### src/pdw_pkg.sv
// Shared constants and types of the power-down and multi-input wakeup block.
package pdw_pkg;

    // ************************************************************
    // Widths and vectors
    // ************************************************************
    localparam int          PDW_PORT_W    = 8;
    localparam int          PDW_PC_W      = 11;
    localparam int          PDW_SEL_W     = 8;
    localparam int          PDW_CTRL_W    = 3;
    localparam int          PDW_SYNC_N    = 3;
    localparam logic [10:0] PDW_RESET_PC  = 11'h7ff;

    // ************************************************************
    // Port-access selector codes and control locations
    // ************************************************************
    localparam logic [7:0]  PDW_SEL_PEND  = 8'h09;
    localparam logic [7:0]  PDW_SEL_EDGE  = 8'h0a;
    localparam logic [7:0]  PDW_SEL_EN    = 8'h0b;
    localparam logic [2:0]  PDW_CTRL_PORTB = 3'h6;

    // ************************************************************
    // Reset values and the synchroniser priming count
    // ************************************************************
    localparam logic [7:0]  PDW_EN_RST    = 8'hff;
    localparam logic [7:0]  PDW_EDGE_RST  = 8'hff;
    localparam logic [7:0]  PDW_PEND_RST  = 8'h00;
    localparam logic        PDW_TO_RST    = 1'b1;
    localparam logic        PDW_PD_RST    = 1'b1;
    localparam logic [1:0]  PDW_PRIME_N   = 2'h3;

    // ************************************************************
    // Power state machine, Gray coded along run, sleep, wake
    // ************************************************************
    typedef enum logic [1:0] {
        PDW_RUN   = 2'b00,
        PDW_SLEEP = 2'b01,
        PDW_WAKE  = 2'b11
    } pdw_state_t;

endpackage

### src/pdw_edge_if.sv
// Interface that carries qualified pin edges from the synchroniser to the wakeup logic.
`timescale 1ns/1ps
interface pdw_edge_if;
    import pdw_pkg::*;

    logic [PDW_PORT_W-1:0] rise;
    logic [PDW_PORT_W-1:0] fall;

    modport src (output rise, output fall);
    modport dst (input rise, input fall);
endinterface

### src/pdw_pin_sync.sv
// Three-stage synchroniser and edge qualifier for the port B pins.
`timescale 1ns/1ps
module pdw_pin_sync
    import pdw_pkg::*;
(
    // Clock, reset and enable.
    input  wire logic                  clk_i,
    input  wire logic                  rst_i,
    input  wire logic                  ce_i,
    // Asynchronous pins.
    input  wire logic [PDW_PORT_W-1:0] pins_i,
    // Qualified edges.
    pdw_edge_if.src                    edge_o
);
    import pdw_pkg::*;

    typedef struct packed {
        logic [PDW_PORT_W-1:0] s1;
        logic [PDW_PORT_W-1:0] s2;
        logic [PDW_PORT_W-1:0] s3;
        logic [PDW_PORT_W-1:0] stable;
        logic [1:0]            prime;
        logic [PDW_PORT_W-1:0] rise;
        logic [PDW_PORT_W-1:0] fall;
    } pdw_sync_t;

    localparam pdw_sync_t SYNC_RST = '0;

    pdw_sync_t sync_r;
    pdw_sync_t sync_nxt;
    logic [PDW_PORT_W-1:0] agree;

    // A level counts only once stages two and three agree, so a change yields one edge.
    always_comb begin
        sync_nxt      = sync_r;
        agree         = ~(sync_r.s2 ^ sync_r.s3);
        sync_nxt.s1   = pins_i;
        sync_nxt.s2   = sync_r.s1;
        sync_nxt.s3   = sync_r.s2;
        sync_nxt.rise = '0;
        sync_nxt.fall = '0;
        if (sync_r.prime != PDW_PRIME_N) begin
            // The pins settle into the chain before any edge may be reported.
            // Stage two already holds what stage three shows next, so the settled
            // level starts at the pin level and reset makes no false edge.
            sync_nxt.prime  = sync_r.prime + 2'h1;
            sync_nxt.stable = sync_r.s2;
        end else begin
            sync_nxt.rise   = agree & sync_r.s3 & ~sync_r.stable;
            sync_nxt.fall   = agree & ~sync_r.s3 & sync_r.stable;
            sync_nxt.stable = (agree & sync_r.s3) | (~agree & sync_r.stable);
        end
    end

    // State register; the clock enable freezes everything.
    always_ff @(posedge clk_i) begin
        if (rst_i) begin
            sync_r <= SYNC_RST;
        end else if (ce_i) begin
            sync_r <= sync_nxt;
        end
    end

    assign edge_o.rise = sync_r.rise;
    assign edge_o.fall = sync_r.fall;
endmodule

### src/pdw_wakeup.sv
// Power-down control, watchdog and multi-input wakeup registers of the controller.
`timescale 1ns/1ps

module pdw_wakeup
    import pdw_pkg::*;
#(
    parameter int WDT_WIDTH = 16
)(
    // Clock, reset and enable.
    input  wire logic                   SYS_CLK_I,
    input  wire logic                   RST_I,
    input  wire logic                   CE_I,
    // Core instruction strobes.
    input  wire logic                   SLEEP_EXEC_I,
    input  wire logic                   WDT_ENABLE_I,
    input  wire logic                   WDT_CLEAR_I,
    // Control location write from the core.
    input  wire logic                   CTRL_WR_I,
    input  wire logic [PDW_CTRL_W-1:0]  CTRL_ADDR_I,
    input  wire logic [PDW_SEL_W-1:0]   PORT_SEL_I,
    input  wire logic [PDW_PORT_W-1:0]  W_DATA_I,
    // Working register return path.
    output logic      [PDW_PORT_W-1:0]  W_DATA_O,
    output logic                        W_LOAD_O,
    // Pins.
    input  wire logic [PDW_PORT_W-1:0]  PORT_B_PINS_I,
    input  wire logic                   EXTERNAL_RESET_PIN_N_I,
    // Power and status.
    output logic                        CORE_HALT_O,
    output logic                        TIMEOUT_FLAG_O,
    output logic                        POWERED_DOWN_FLAG_O,
    output logic                        WDT_OVERFLOW_O,
    output logic                        PORT_B_IRQ_O,
    output logic                        PC_LOAD_O,
    output logic      [PDW_PC_W-1:0]    PC_O,
    output logic      [PDW_PORT_W-1:0]  PENDING_O
);
    import pdw_pkg::*;

    // ************************************************************
    // Elaboration check
    // ************************************************************
    if (WDT_WIDTH < 2 || WDT_WIDTH > 30) begin : g_bad_wdt
        $error("WDT_WIDTH must lie between 2 and 30.");
    end

    // ************************************************************
    // State
    // ************************************************************
    typedef struct packed {
        pdw_state_t              state;
        logic                    halt;
        logic [PDW_PORT_W-1:0]   en_n;
        logic [PDW_PORT_W-1:0]   edge_sel;
        logic [PDW_PORT_W-1:0]   pend;
        logic [WDT_WIDTH-1:0]    wdt;
        logic                    to_flag;
        logic                    pd_flag;
        logic                    wdt_ovf;
        logic                    irq;
        logic                    pc_load;
        logic [PDW_PORT_W-1:0]   wdata;
        logic                    wload;
        logic [PDW_SYNC_N-1:0]   ext_sync;
    } pdw_core_t;

    localparam pdw_core_t CORE_RST = '{
        state:    PDW_RUN,
        halt:     1'b0,
        en_n:     PDW_EN_RST,
        edge_sel: PDW_EDGE_RST,
        pend:     PDW_PEND_RST,
        wdt:      '0,
        to_flag:  PDW_TO_RST,
        pd_flag:  PDW_PD_RST,
        wdt_ovf:  1'b0,
        irq:      1'b0,
        pc_load:  1'b0,
        wdata:    '0,
        wload:    1'b0,
        ext_sync: '1
    };

    pdw_core_t core_r;
    pdw_core_t core_nxt;

    // ************************************************************
    // Edge synchroniser
    // ************************************************************
    pdw_edge_if edges ();

    pdw_pin_sync u_pin_sync (
        .clk_i  (SYS_CLK_I),
        .rst_i  (RST_I),
        .ce_i   (CE_I),
        .pins_i (PORT_B_PINS_I),
        .edge_o (edges)
    );

    // Decodes a port B control write with the given selector code.
    function automatic logic portb_wr(input logic wr, input logic [PDW_CTRL_W-1:0] addr,
                                      input logic [PDW_SEL_W-1:0] sel,
                                      input logic [PDW_SEL_W-1:0] code);
        portb_wr = wr && (addr == PDW_CTRL_PORTB) && (sel == code);
    endfunction

    logic [PDW_PORT_W-1:0] hit;
    logic [PDW_PORT_W-1:0] wake_hit;
    logic                  ext_rst;
    logic                  wdt_top;

    // ************************************************************
    // Next state
    // ************************************************************
    always_comb begin
        core_nxt = core_r;
        // Each pin picks the edge its select bit names.
        hit      = (edges.fall & core_r.edge_sel) | (edges.rise & ~core_r.edge_sel);
        wake_hit = hit & ~core_r.en_n;
        ext_rst  = ~core_r.ext_sync[PDW_SYNC_N-1] & ~core_r.ext_sync[PDW_SYNC_N-2];
        wdt_top  = &core_r.wdt;

        core_nxt.ext_sync = {core_r.ext_sync[PDW_SYNC_N-2:0], EXTERNAL_RESET_PIN_N_I};
        core_nxt.wdt_ovf  = 1'b0;
        core_nxt.irq      = 1'b0;
        core_nxt.pc_load  = 1'b0;
        core_nxt.wload    = 1'b0;

        // Watchdog keeps counting in every state while enabled.
        if (WDT_ENABLE_I) begin
            core_nxt.wdt = core_r.wdt + {{(WDT_WIDTH-1){1'b0}}, 1'b1};
        end
        if (WDT_CLEAR_I) begin
            core_nxt.wdt = '0;
        end
        if (WDT_ENABLE_I && wdt_top) begin
            core_nxt.wdt_ovf = 1'b1;
            core_nxt.to_flag = 1'b0;
        end

        // Register writes through the port B control location.
        if (portb_wr(CTRL_WR_I, CTRL_ADDR_I, PORT_SEL_I, PDW_SEL_EDGE)) begin
            core_nxt.edge_sel = W_DATA_I;
        end
        if (portb_wr(CTRL_WR_I, CTRL_ADDR_I, PORT_SEL_I, PDW_SEL_EN)) begin
            core_nxt.en_n = W_DATA_I;
        end

        // Pending: new edges win over a clearing write in the same cycle.
        if (portb_wr(CTRL_WR_I, CTRL_ADDR_I, PORT_SEL_I, PDW_SEL_PEND)) begin
            core_nxt.wdata = core_r.pend;
            core_nxt.wload = 1'b1;
            core_nxt.pend  = W_DATA_I | hit;
        end else begin
            core_nxt.pend  = core_r.pend | hit;
        end

        // Power state machine.
        case (core_r.state)
            PDW_RUN: begin
                core_nxt.irq = |wake_hit;
                if (SLEEP_EXEC_I) begin
                    core_nxt.state = PDW_SLEEP;
                    core_nxt.halt  = 1'b1;
                    if (WDT_ENABLE_I) begin
                        core_nxt.wdt     = '0;
                        core_nxt.to_flag = 1'b1;
                        core_nxt.pd_flag = 1'b0;
                    end
                end
            end
            PDW_SLEEP: begin
                // Only a watchdog overflow or an enabled edge ends the sleep here.
                if ((WDT_ENABLE_I && wdt_top) || (|wake_hit)) begin
                    core_nxt.state = PDW_WAKE;
                    core_nxt.halt  = 1'b0;
                end
            end
            PDW_WAKE: begin
                core_nxt.pc_load = 1'b1;
                core_nxt.state   = PDW_RUN;
            end
            default: begin
                core_nxt.state = PDW_RUN;
                core_nxt.halt  = 1'b0;
            end
        endcase

        // External reset pin reloads the core reset values, keeping its own synchroniser; the port B pin synchroniser is not reset.
        if (ext_rst) begin
            core_nxt          = CORE_RST;
            core_nxt.ext_sync = {core_r.ext_sync[PDW_SYNC_N-2:0], EXTERNAL_RESET_PIN_N_I};
        end
    end

    // ************************************************************
    // State register
    // ************************************************************
    // Pending gets a defined reset value so simulation stays clean; firmware
    // still has to clear it before enabling any pin.
    always_ff @(posedge SYS_CLK_I) begin
        if (RST_I) begin
            core_r <= CORE_RST;
        end else if (CE_I) begin
            core_r <= core_nxt;
        end
    end

    // ************************************************************
    // Outputs, all but the constant PC_O straight from the state register
    // ************************************************************
    assign W_DATA_O            = core_r.wdata;
    assign W_LOAD_O            = core_r.wload;
    assign CORE_HALT_O         = core_r.halt;
    assign TIMEOUT_FLAG_O      = core_r.to_flag;
    assign POWERED_DOWN_FLAG_O = core_r.pd_flag;
    assign WDT_OVERFLOW_O      = core_r.wdt_ovf;
    assign PORT_B_IRQ_O        = core_r.irq;
    assign PC_LOAD_O           = core_r.pc_load;
    assign PC_O                = PDW_RESET_PC;
    assign PENDING_O           = core_r.pend;
endmodule

### config.mk
export PLATFORM = sky130hd
export DESIGN_NAME = pdw_wakeup
export DESIGN_NICKNAME = d
export VERILOG_FILES = /design/src/pdw_pkg.sv /design/src/pdw_edge_if.sv /design/src/pdw_pin_sync.sv /design/src/pdw_wakeup.sv
export SDC_FILE = /design/constraint.sdc
export NUM_CORES = 1
export LEC_CHECK = 0
export BUFFER_PORTS_ARGS = -buffer_cell sky130_fd_sc_hd__buf_2
export CAP_MARGIN = 20
export CORE_ASPECT_RATIO = 0.75
export CORE_MARGIN = 2
export CORE_UTILIZATION = 35
export DETAILED_ROUTE_END_ITERATION = 6
export HOLD_SLACK_MARGIN = 0.12
export RECOVER_POWER = 50
export SLEW_MARGIN = 15
export SYNTH_ARGS = -nofsm -noshare
export SYNTH_HDL_FRONTEND = slang
export SYNTH_HIERARCHICAL = 1
export SYNTH_SLANG_ARGS = --single-unit
### constraint.sdc
create_clock -name SYS_CLK_I -period 2.34 [get_ports SYS_CLK_I]
set_input_delay 0.234 -clock SYS_CLK_I [delete_from_list [all_inputs] [get_ports SYS_CLK_I]]
set_output_delay 0.234 -clock SYS_CLK_I [all_outputs]
set_load 0.05 [all_outputs]
# After elaboration in Yosys (flattened, before gate mapping)
# Index checks and enable logic that the tools add are counted.
# totals
ff_bits	110
input_bits	35
elab_cells	97
# classes
n_addsub	2
eq_ne	10
muxes	20
bitwise_logic	22
reduce_logical	22
# ops
op	n
$and 8x8->8	8
$mux 60	1
$mux 18	3
$mux 16	3
$not 8->8	6
$mux 8	4
$or 8x8->8	4
$eq 8x4->1 const B	3
$add 16x1->16 const B	1
$reduce_and 16->1	1
$reduce_bool 2->1	6
$mux 9	1
$reduce_and 2->1	4
$reduce_and 4->1	2
$reduce_or 8->1	1
$xor 8x8->8	1
$mux 3	2
$ne 3x3->1 const B	2
$logic_and 1x1->1	5
$mux 1	4
$ne 2x2->1 const B	2
$pmux 2 s2	1
$eq 3x3->1 const B	1
$pmux 1 s3	1
other kinds (8)	9

# Logic depth before layout (Yosys ltp)
# logic_depth
ltp_word	9
depth_mapped	7
ltp_nobuf	6

# Modules after synthesis
# Netlist, hierarchy kept.
# modules_own_cells
mod	n_inst	cells_each	area_per_inst_um2	seq_area_each_um2
pdw_wakeup	1	338	2811.4	1201.2
pdw_pin_sync	1	267	2632.5	1001.0

# Worst setup path after synthesis
# Ideal clock, no wire load.
# synth_timing
kind	input -> register
startpoint	input PORT_SEL_I[5]
endpoint	register core_r, in the netlist W_DATA_O[0]
setup_ns	0.065
arrival_time_ns	1.831
t_required_ns	2.275
path_slack_ns	0.444
path_stages	6
n_path_buf	1
cell_sequence	or4_4 > or4_4 > buf_6 > nor3_4 > a22oi_1 > nor2_1
# synth_between
elab_chain_cells	4
# synth_rtl
element	line	source
start: declaration	pdw_wakeup.sv:20	input wire logic [PDW_SEL_W-1:0] PORT_SEL_I,
$eq 8x4->1	pdw_wakeup.sv:104	portb_wr = wr && (addr == PDW_CTRL_PORTB) && (sel == code);
$logic_and 1x1->1	pdw_wakeup.sv:104	
$reduce_bool 2->1 (no line)	-	
$reduce_and 2->1 (no line)	-	
end signal: assignment	pdw_wakeup.sv:205	core_r <= core_nxt;
end: declaration	pdw_wakeup.sv:84	pdw_core_t core_r;
# Every way passes these cells.
# A chain may end at the register's enable or synchronous reset.

# Worst setup path after layout
# layout_timing
startpoint	input PORT_SEL_I[5]
endpoint	register core_r, in the netlist W_DATA_O[7]
# The elaborated chain is that of the path after synthesis.

==> metrics.csv <==
metric,value,unit
die_h,112,um
final_antenna_net_count,0,
wl,11200,um
cp-start-kind,primary input,
critPathMaxStageDelay,0.62,ns
place_hpwl,8090,um
crit_top_cell,or4_4,
die_x,148,um
yosysSeqAreaShare,40.5,%
antenna_found_initial,0,
syn_avg_cell_area,9.00,sq um
dp.cells,809,
cts_inserted_buffers,9,
crit_slowest_cell,or4_4,
crit_required,2.61,ns
synth_area_leaders,"dfxtp_1 40%, mux2i_1 6.6%, nor2_1 6.4%",
leakage,2.22,nW
slew_violations,0,
hold_viol_final,0,
hold_depth,3,
root_buffer,clkbuf_16,
tns,0,ns
grt_use_total,13.9,%
cp_cell_sequence,buf_2 -> or4_4 -> or4_4 -> nor3_4 -> a22oi_1 -> nor2_1,
layout-drive-gt1-share,11.8,%
cts_tree,yes,
ys.flop_type,dfxtp_1,
ys_ff_latch,110,
grt_max_degree,82,
netlist.area_leader.share,40.5,%
tightest_slew,1.08,ns
rsz0062_at_grt,no,
yosys_warnings,6,
reg2reg_to,core_r[28]$_SDFFE_PP0P_,
clk_pin_slew_worst_paths,0.07,ns
core-area,15200,sq um
htreeDepth,3,
worst-r2r-cell-count,5,
synth_top_area_cell,dfxtp_1,
wl_per_cell,13.6,um
pin_count,69,
postCtsHoldBufs,0,
synth_edf_count,0,
numClockSinks,110,
worstHoldStart,PORT_B_PINS_I[0],
cts_setup_buffers,0,
n_antenna_cell,0,
place_congestion,0.797,
worstSkewPairLatency,0.35,ns
period_minus_slack,1.80,ns
syn2layout_area_growth,6.44,%
setup_viol,0,
fmax,557,MHz
finalCritPeriodShare,76.7,%
crit_path_end_kind,flip-flop,
nNetsFinal,669,
whs_endpoint,u_pin_sync/sync_nxt[34]$_SDFFE_PP0P_,
status,finished clean,
min_path_type,primary input to flip-flop,
drt_pass1_iterations,4,
drt_iter0_drc,198,
rows,39,
ys_types,52,
ys_top_cells_by_count,"110 x dfxtp_1, 93 x nor2_1, 45 x a21oi_1, 44 x buf_4, 36 x mux2i_1",
path_max_fanout,9,
syn_inst,605,
power_density,649,nW/um^2
fin_cells,825,
viasPerCell,4.94,
vias,4072,
slew_headroom,28.2,%
synth_area,5440,sq um
path_class,primary input to flip-flop,
die_area,16600,sq um
grt_pass1_wl,19000,um
cts_buffer_depth,2,
grt_overflow_total,0,
synth_most_common_cell,dfxtp_1,
drc,0,
reg2reg_from,core_r[21]$_SDFFE_PP0P_,
initial_utilization,35.8,%
finClkSkew,0.00998,ns
grt_pass1_vias,4005,
ctsResizeCount,0,
r2r_slack,0.58,ns
irDropWorstVdd,325,uV
portBuffers,57,
max_cap_violations,0,
ys_async_sr_fraction,0,%
arrival,2.07,ns
## layout make-up
cell class,count,area (sq um)
fill,1567,9430
multi-input combinational,410,2650
sequential,110,2200
timing repair buffer,65,325
tap,205,256
clock buffer,11,233
inverter,19,71.3
clock inverter,5,58.8
## report_power, final
| group | switching (W) | internal [W] | leakage (nW) |
|---|---|---|---|
| Combinational | 0.000202 | 0.000110 | 1.19 |
| Clock | 0.000674 | 0.000833 | 0.136 |
| Sequential | 0.0000305 | 0.00191 | 0.892 |
| Total | 0.000907 | 0.00285 | 2.22 |
## cells by family after synthesis
family,after synthesis,synth area share [%]
fa+ha+maj,19,4.37
compound gates,81,8.60
simple gates,247,25.9
other cells,1,0.0689
flops,110,40.5
buf+inv,95,11.5
xor+xnor,16,2.57
mux,36,6.62
## how the worst max path moves through the flow
stage                                  startpoint                       end  slack [ns]  depth (start not counted)
after floorplan                     PORT_SEL_I[5]  W_DATA_O[0]$_SDFFE_PP0P_        0.44                          6
after global placement              PORT_SEL_I[5]  W_DATA_O[1]$_SDFFE_PP0P_        0.27                          6
after detailed placement            PORT_SEL_I[5]  W_DATA_O[7]$_SDFFE_PP0P_        0.20                          6
after CTS                 core_r[21]$_SDFFE_PP0P_   core_r[28]$_SDFFE_PP0P_        0.56                          5
after global routing                        RST_I                 flip-flop        0.38                          3
final                               PORT_SEL_I[5]  W_DATA_O[7]$_SDFFE_PP0P_        0.54                          6
## state kept, by name, summed over array words and instances, names as in the netlist, 8 cells and up, named ones only
register                count
u_pin_sync/edge_o.rise      8
u_pin_sync/sync_r          10
core_r                     37
PENDING_O                   8
W_DATA_O                    8
u_pin_sync/sync_nxt        16
u_pin_sync/edge_o.fall      8
## critical path: cells and delay by family
| kind | cells | cell delay, ns |
|---|---|---|
| buffers and inverters | 1 | 0.10 |
| AND/OR/NAND/NOR | 4 | 1.62 |
| AO/OA/AOI/OAI | 1 | 0.12 |
## layer usage
layer  GRT usage [%]  vias to the layer above  wire length (um)
met4            4.06                        0               102
met1            18.2                     1932              5300
met5               0                        -                 0
met3            3.37                        9               533
met2            22.9                       83              5270
li1                -                     2048                 -
## placed cells by master (no fill, tap or decap), types with 3 or more instances in the layout
cell / synthesis / routed
a21oi_1: 45 / 47
nand4_1: 14 / 14
clkbuf_16: 0 / 9
inv_1: 19 / 19
nand2b_1: 21 / 21
conb_1: 1 / 11
o21ai_0: 4 / 4
nor4bb_1: 6 / 6
buf_2: 4 / 33
xor2_1: 8 / 8
and3_1: 6 / 6
nor2_1: 93 / 93
ha_1: 19 / 19
nor3_1: 25 / 25
buf_4: 44 / 6
nor4_1: 4 / 4
nand2_1: 22 / 22
mux2i_1: 36 / 36
o21ai_1: 9 / 9
xnor2_1: 8 / 8
nand4b_1: 9 / 9
nor4_2: 7 / 7
a22oi_1: 8 / 8
clkbuf_1: 11 / 26
dfxtp_1: 110 / 110
nand3b_1: 8 / 8
o22ai_1: 5 / 5
nor3b_1: 7 / 7
or2b_1: 3 / 3
nand3_1: 6 / 6
## metrics by stage
step / power, W / util, % / setup slack (ns) / area [sq um] / hold slack (ns)
floorplan: 0.00224 / - / 0.444 / 5480 / 0.362
global placement: 0.00228 / 36.4 / 0.269 / 5550 / 0.454
detailed placement: 0.00230 / 36.4 / 0.201 / 5550 / 0.455
CTS: 0.00382 / 38.3 / 0.561 / 5840 / 0.124
global route: 0.00392 / 38.1 / 0.385 / 5790 / 0.123
finish: 0.00376 / 38.1 / 0.545 / 5790 / 0.130
(Power assumes the default switching activity.)
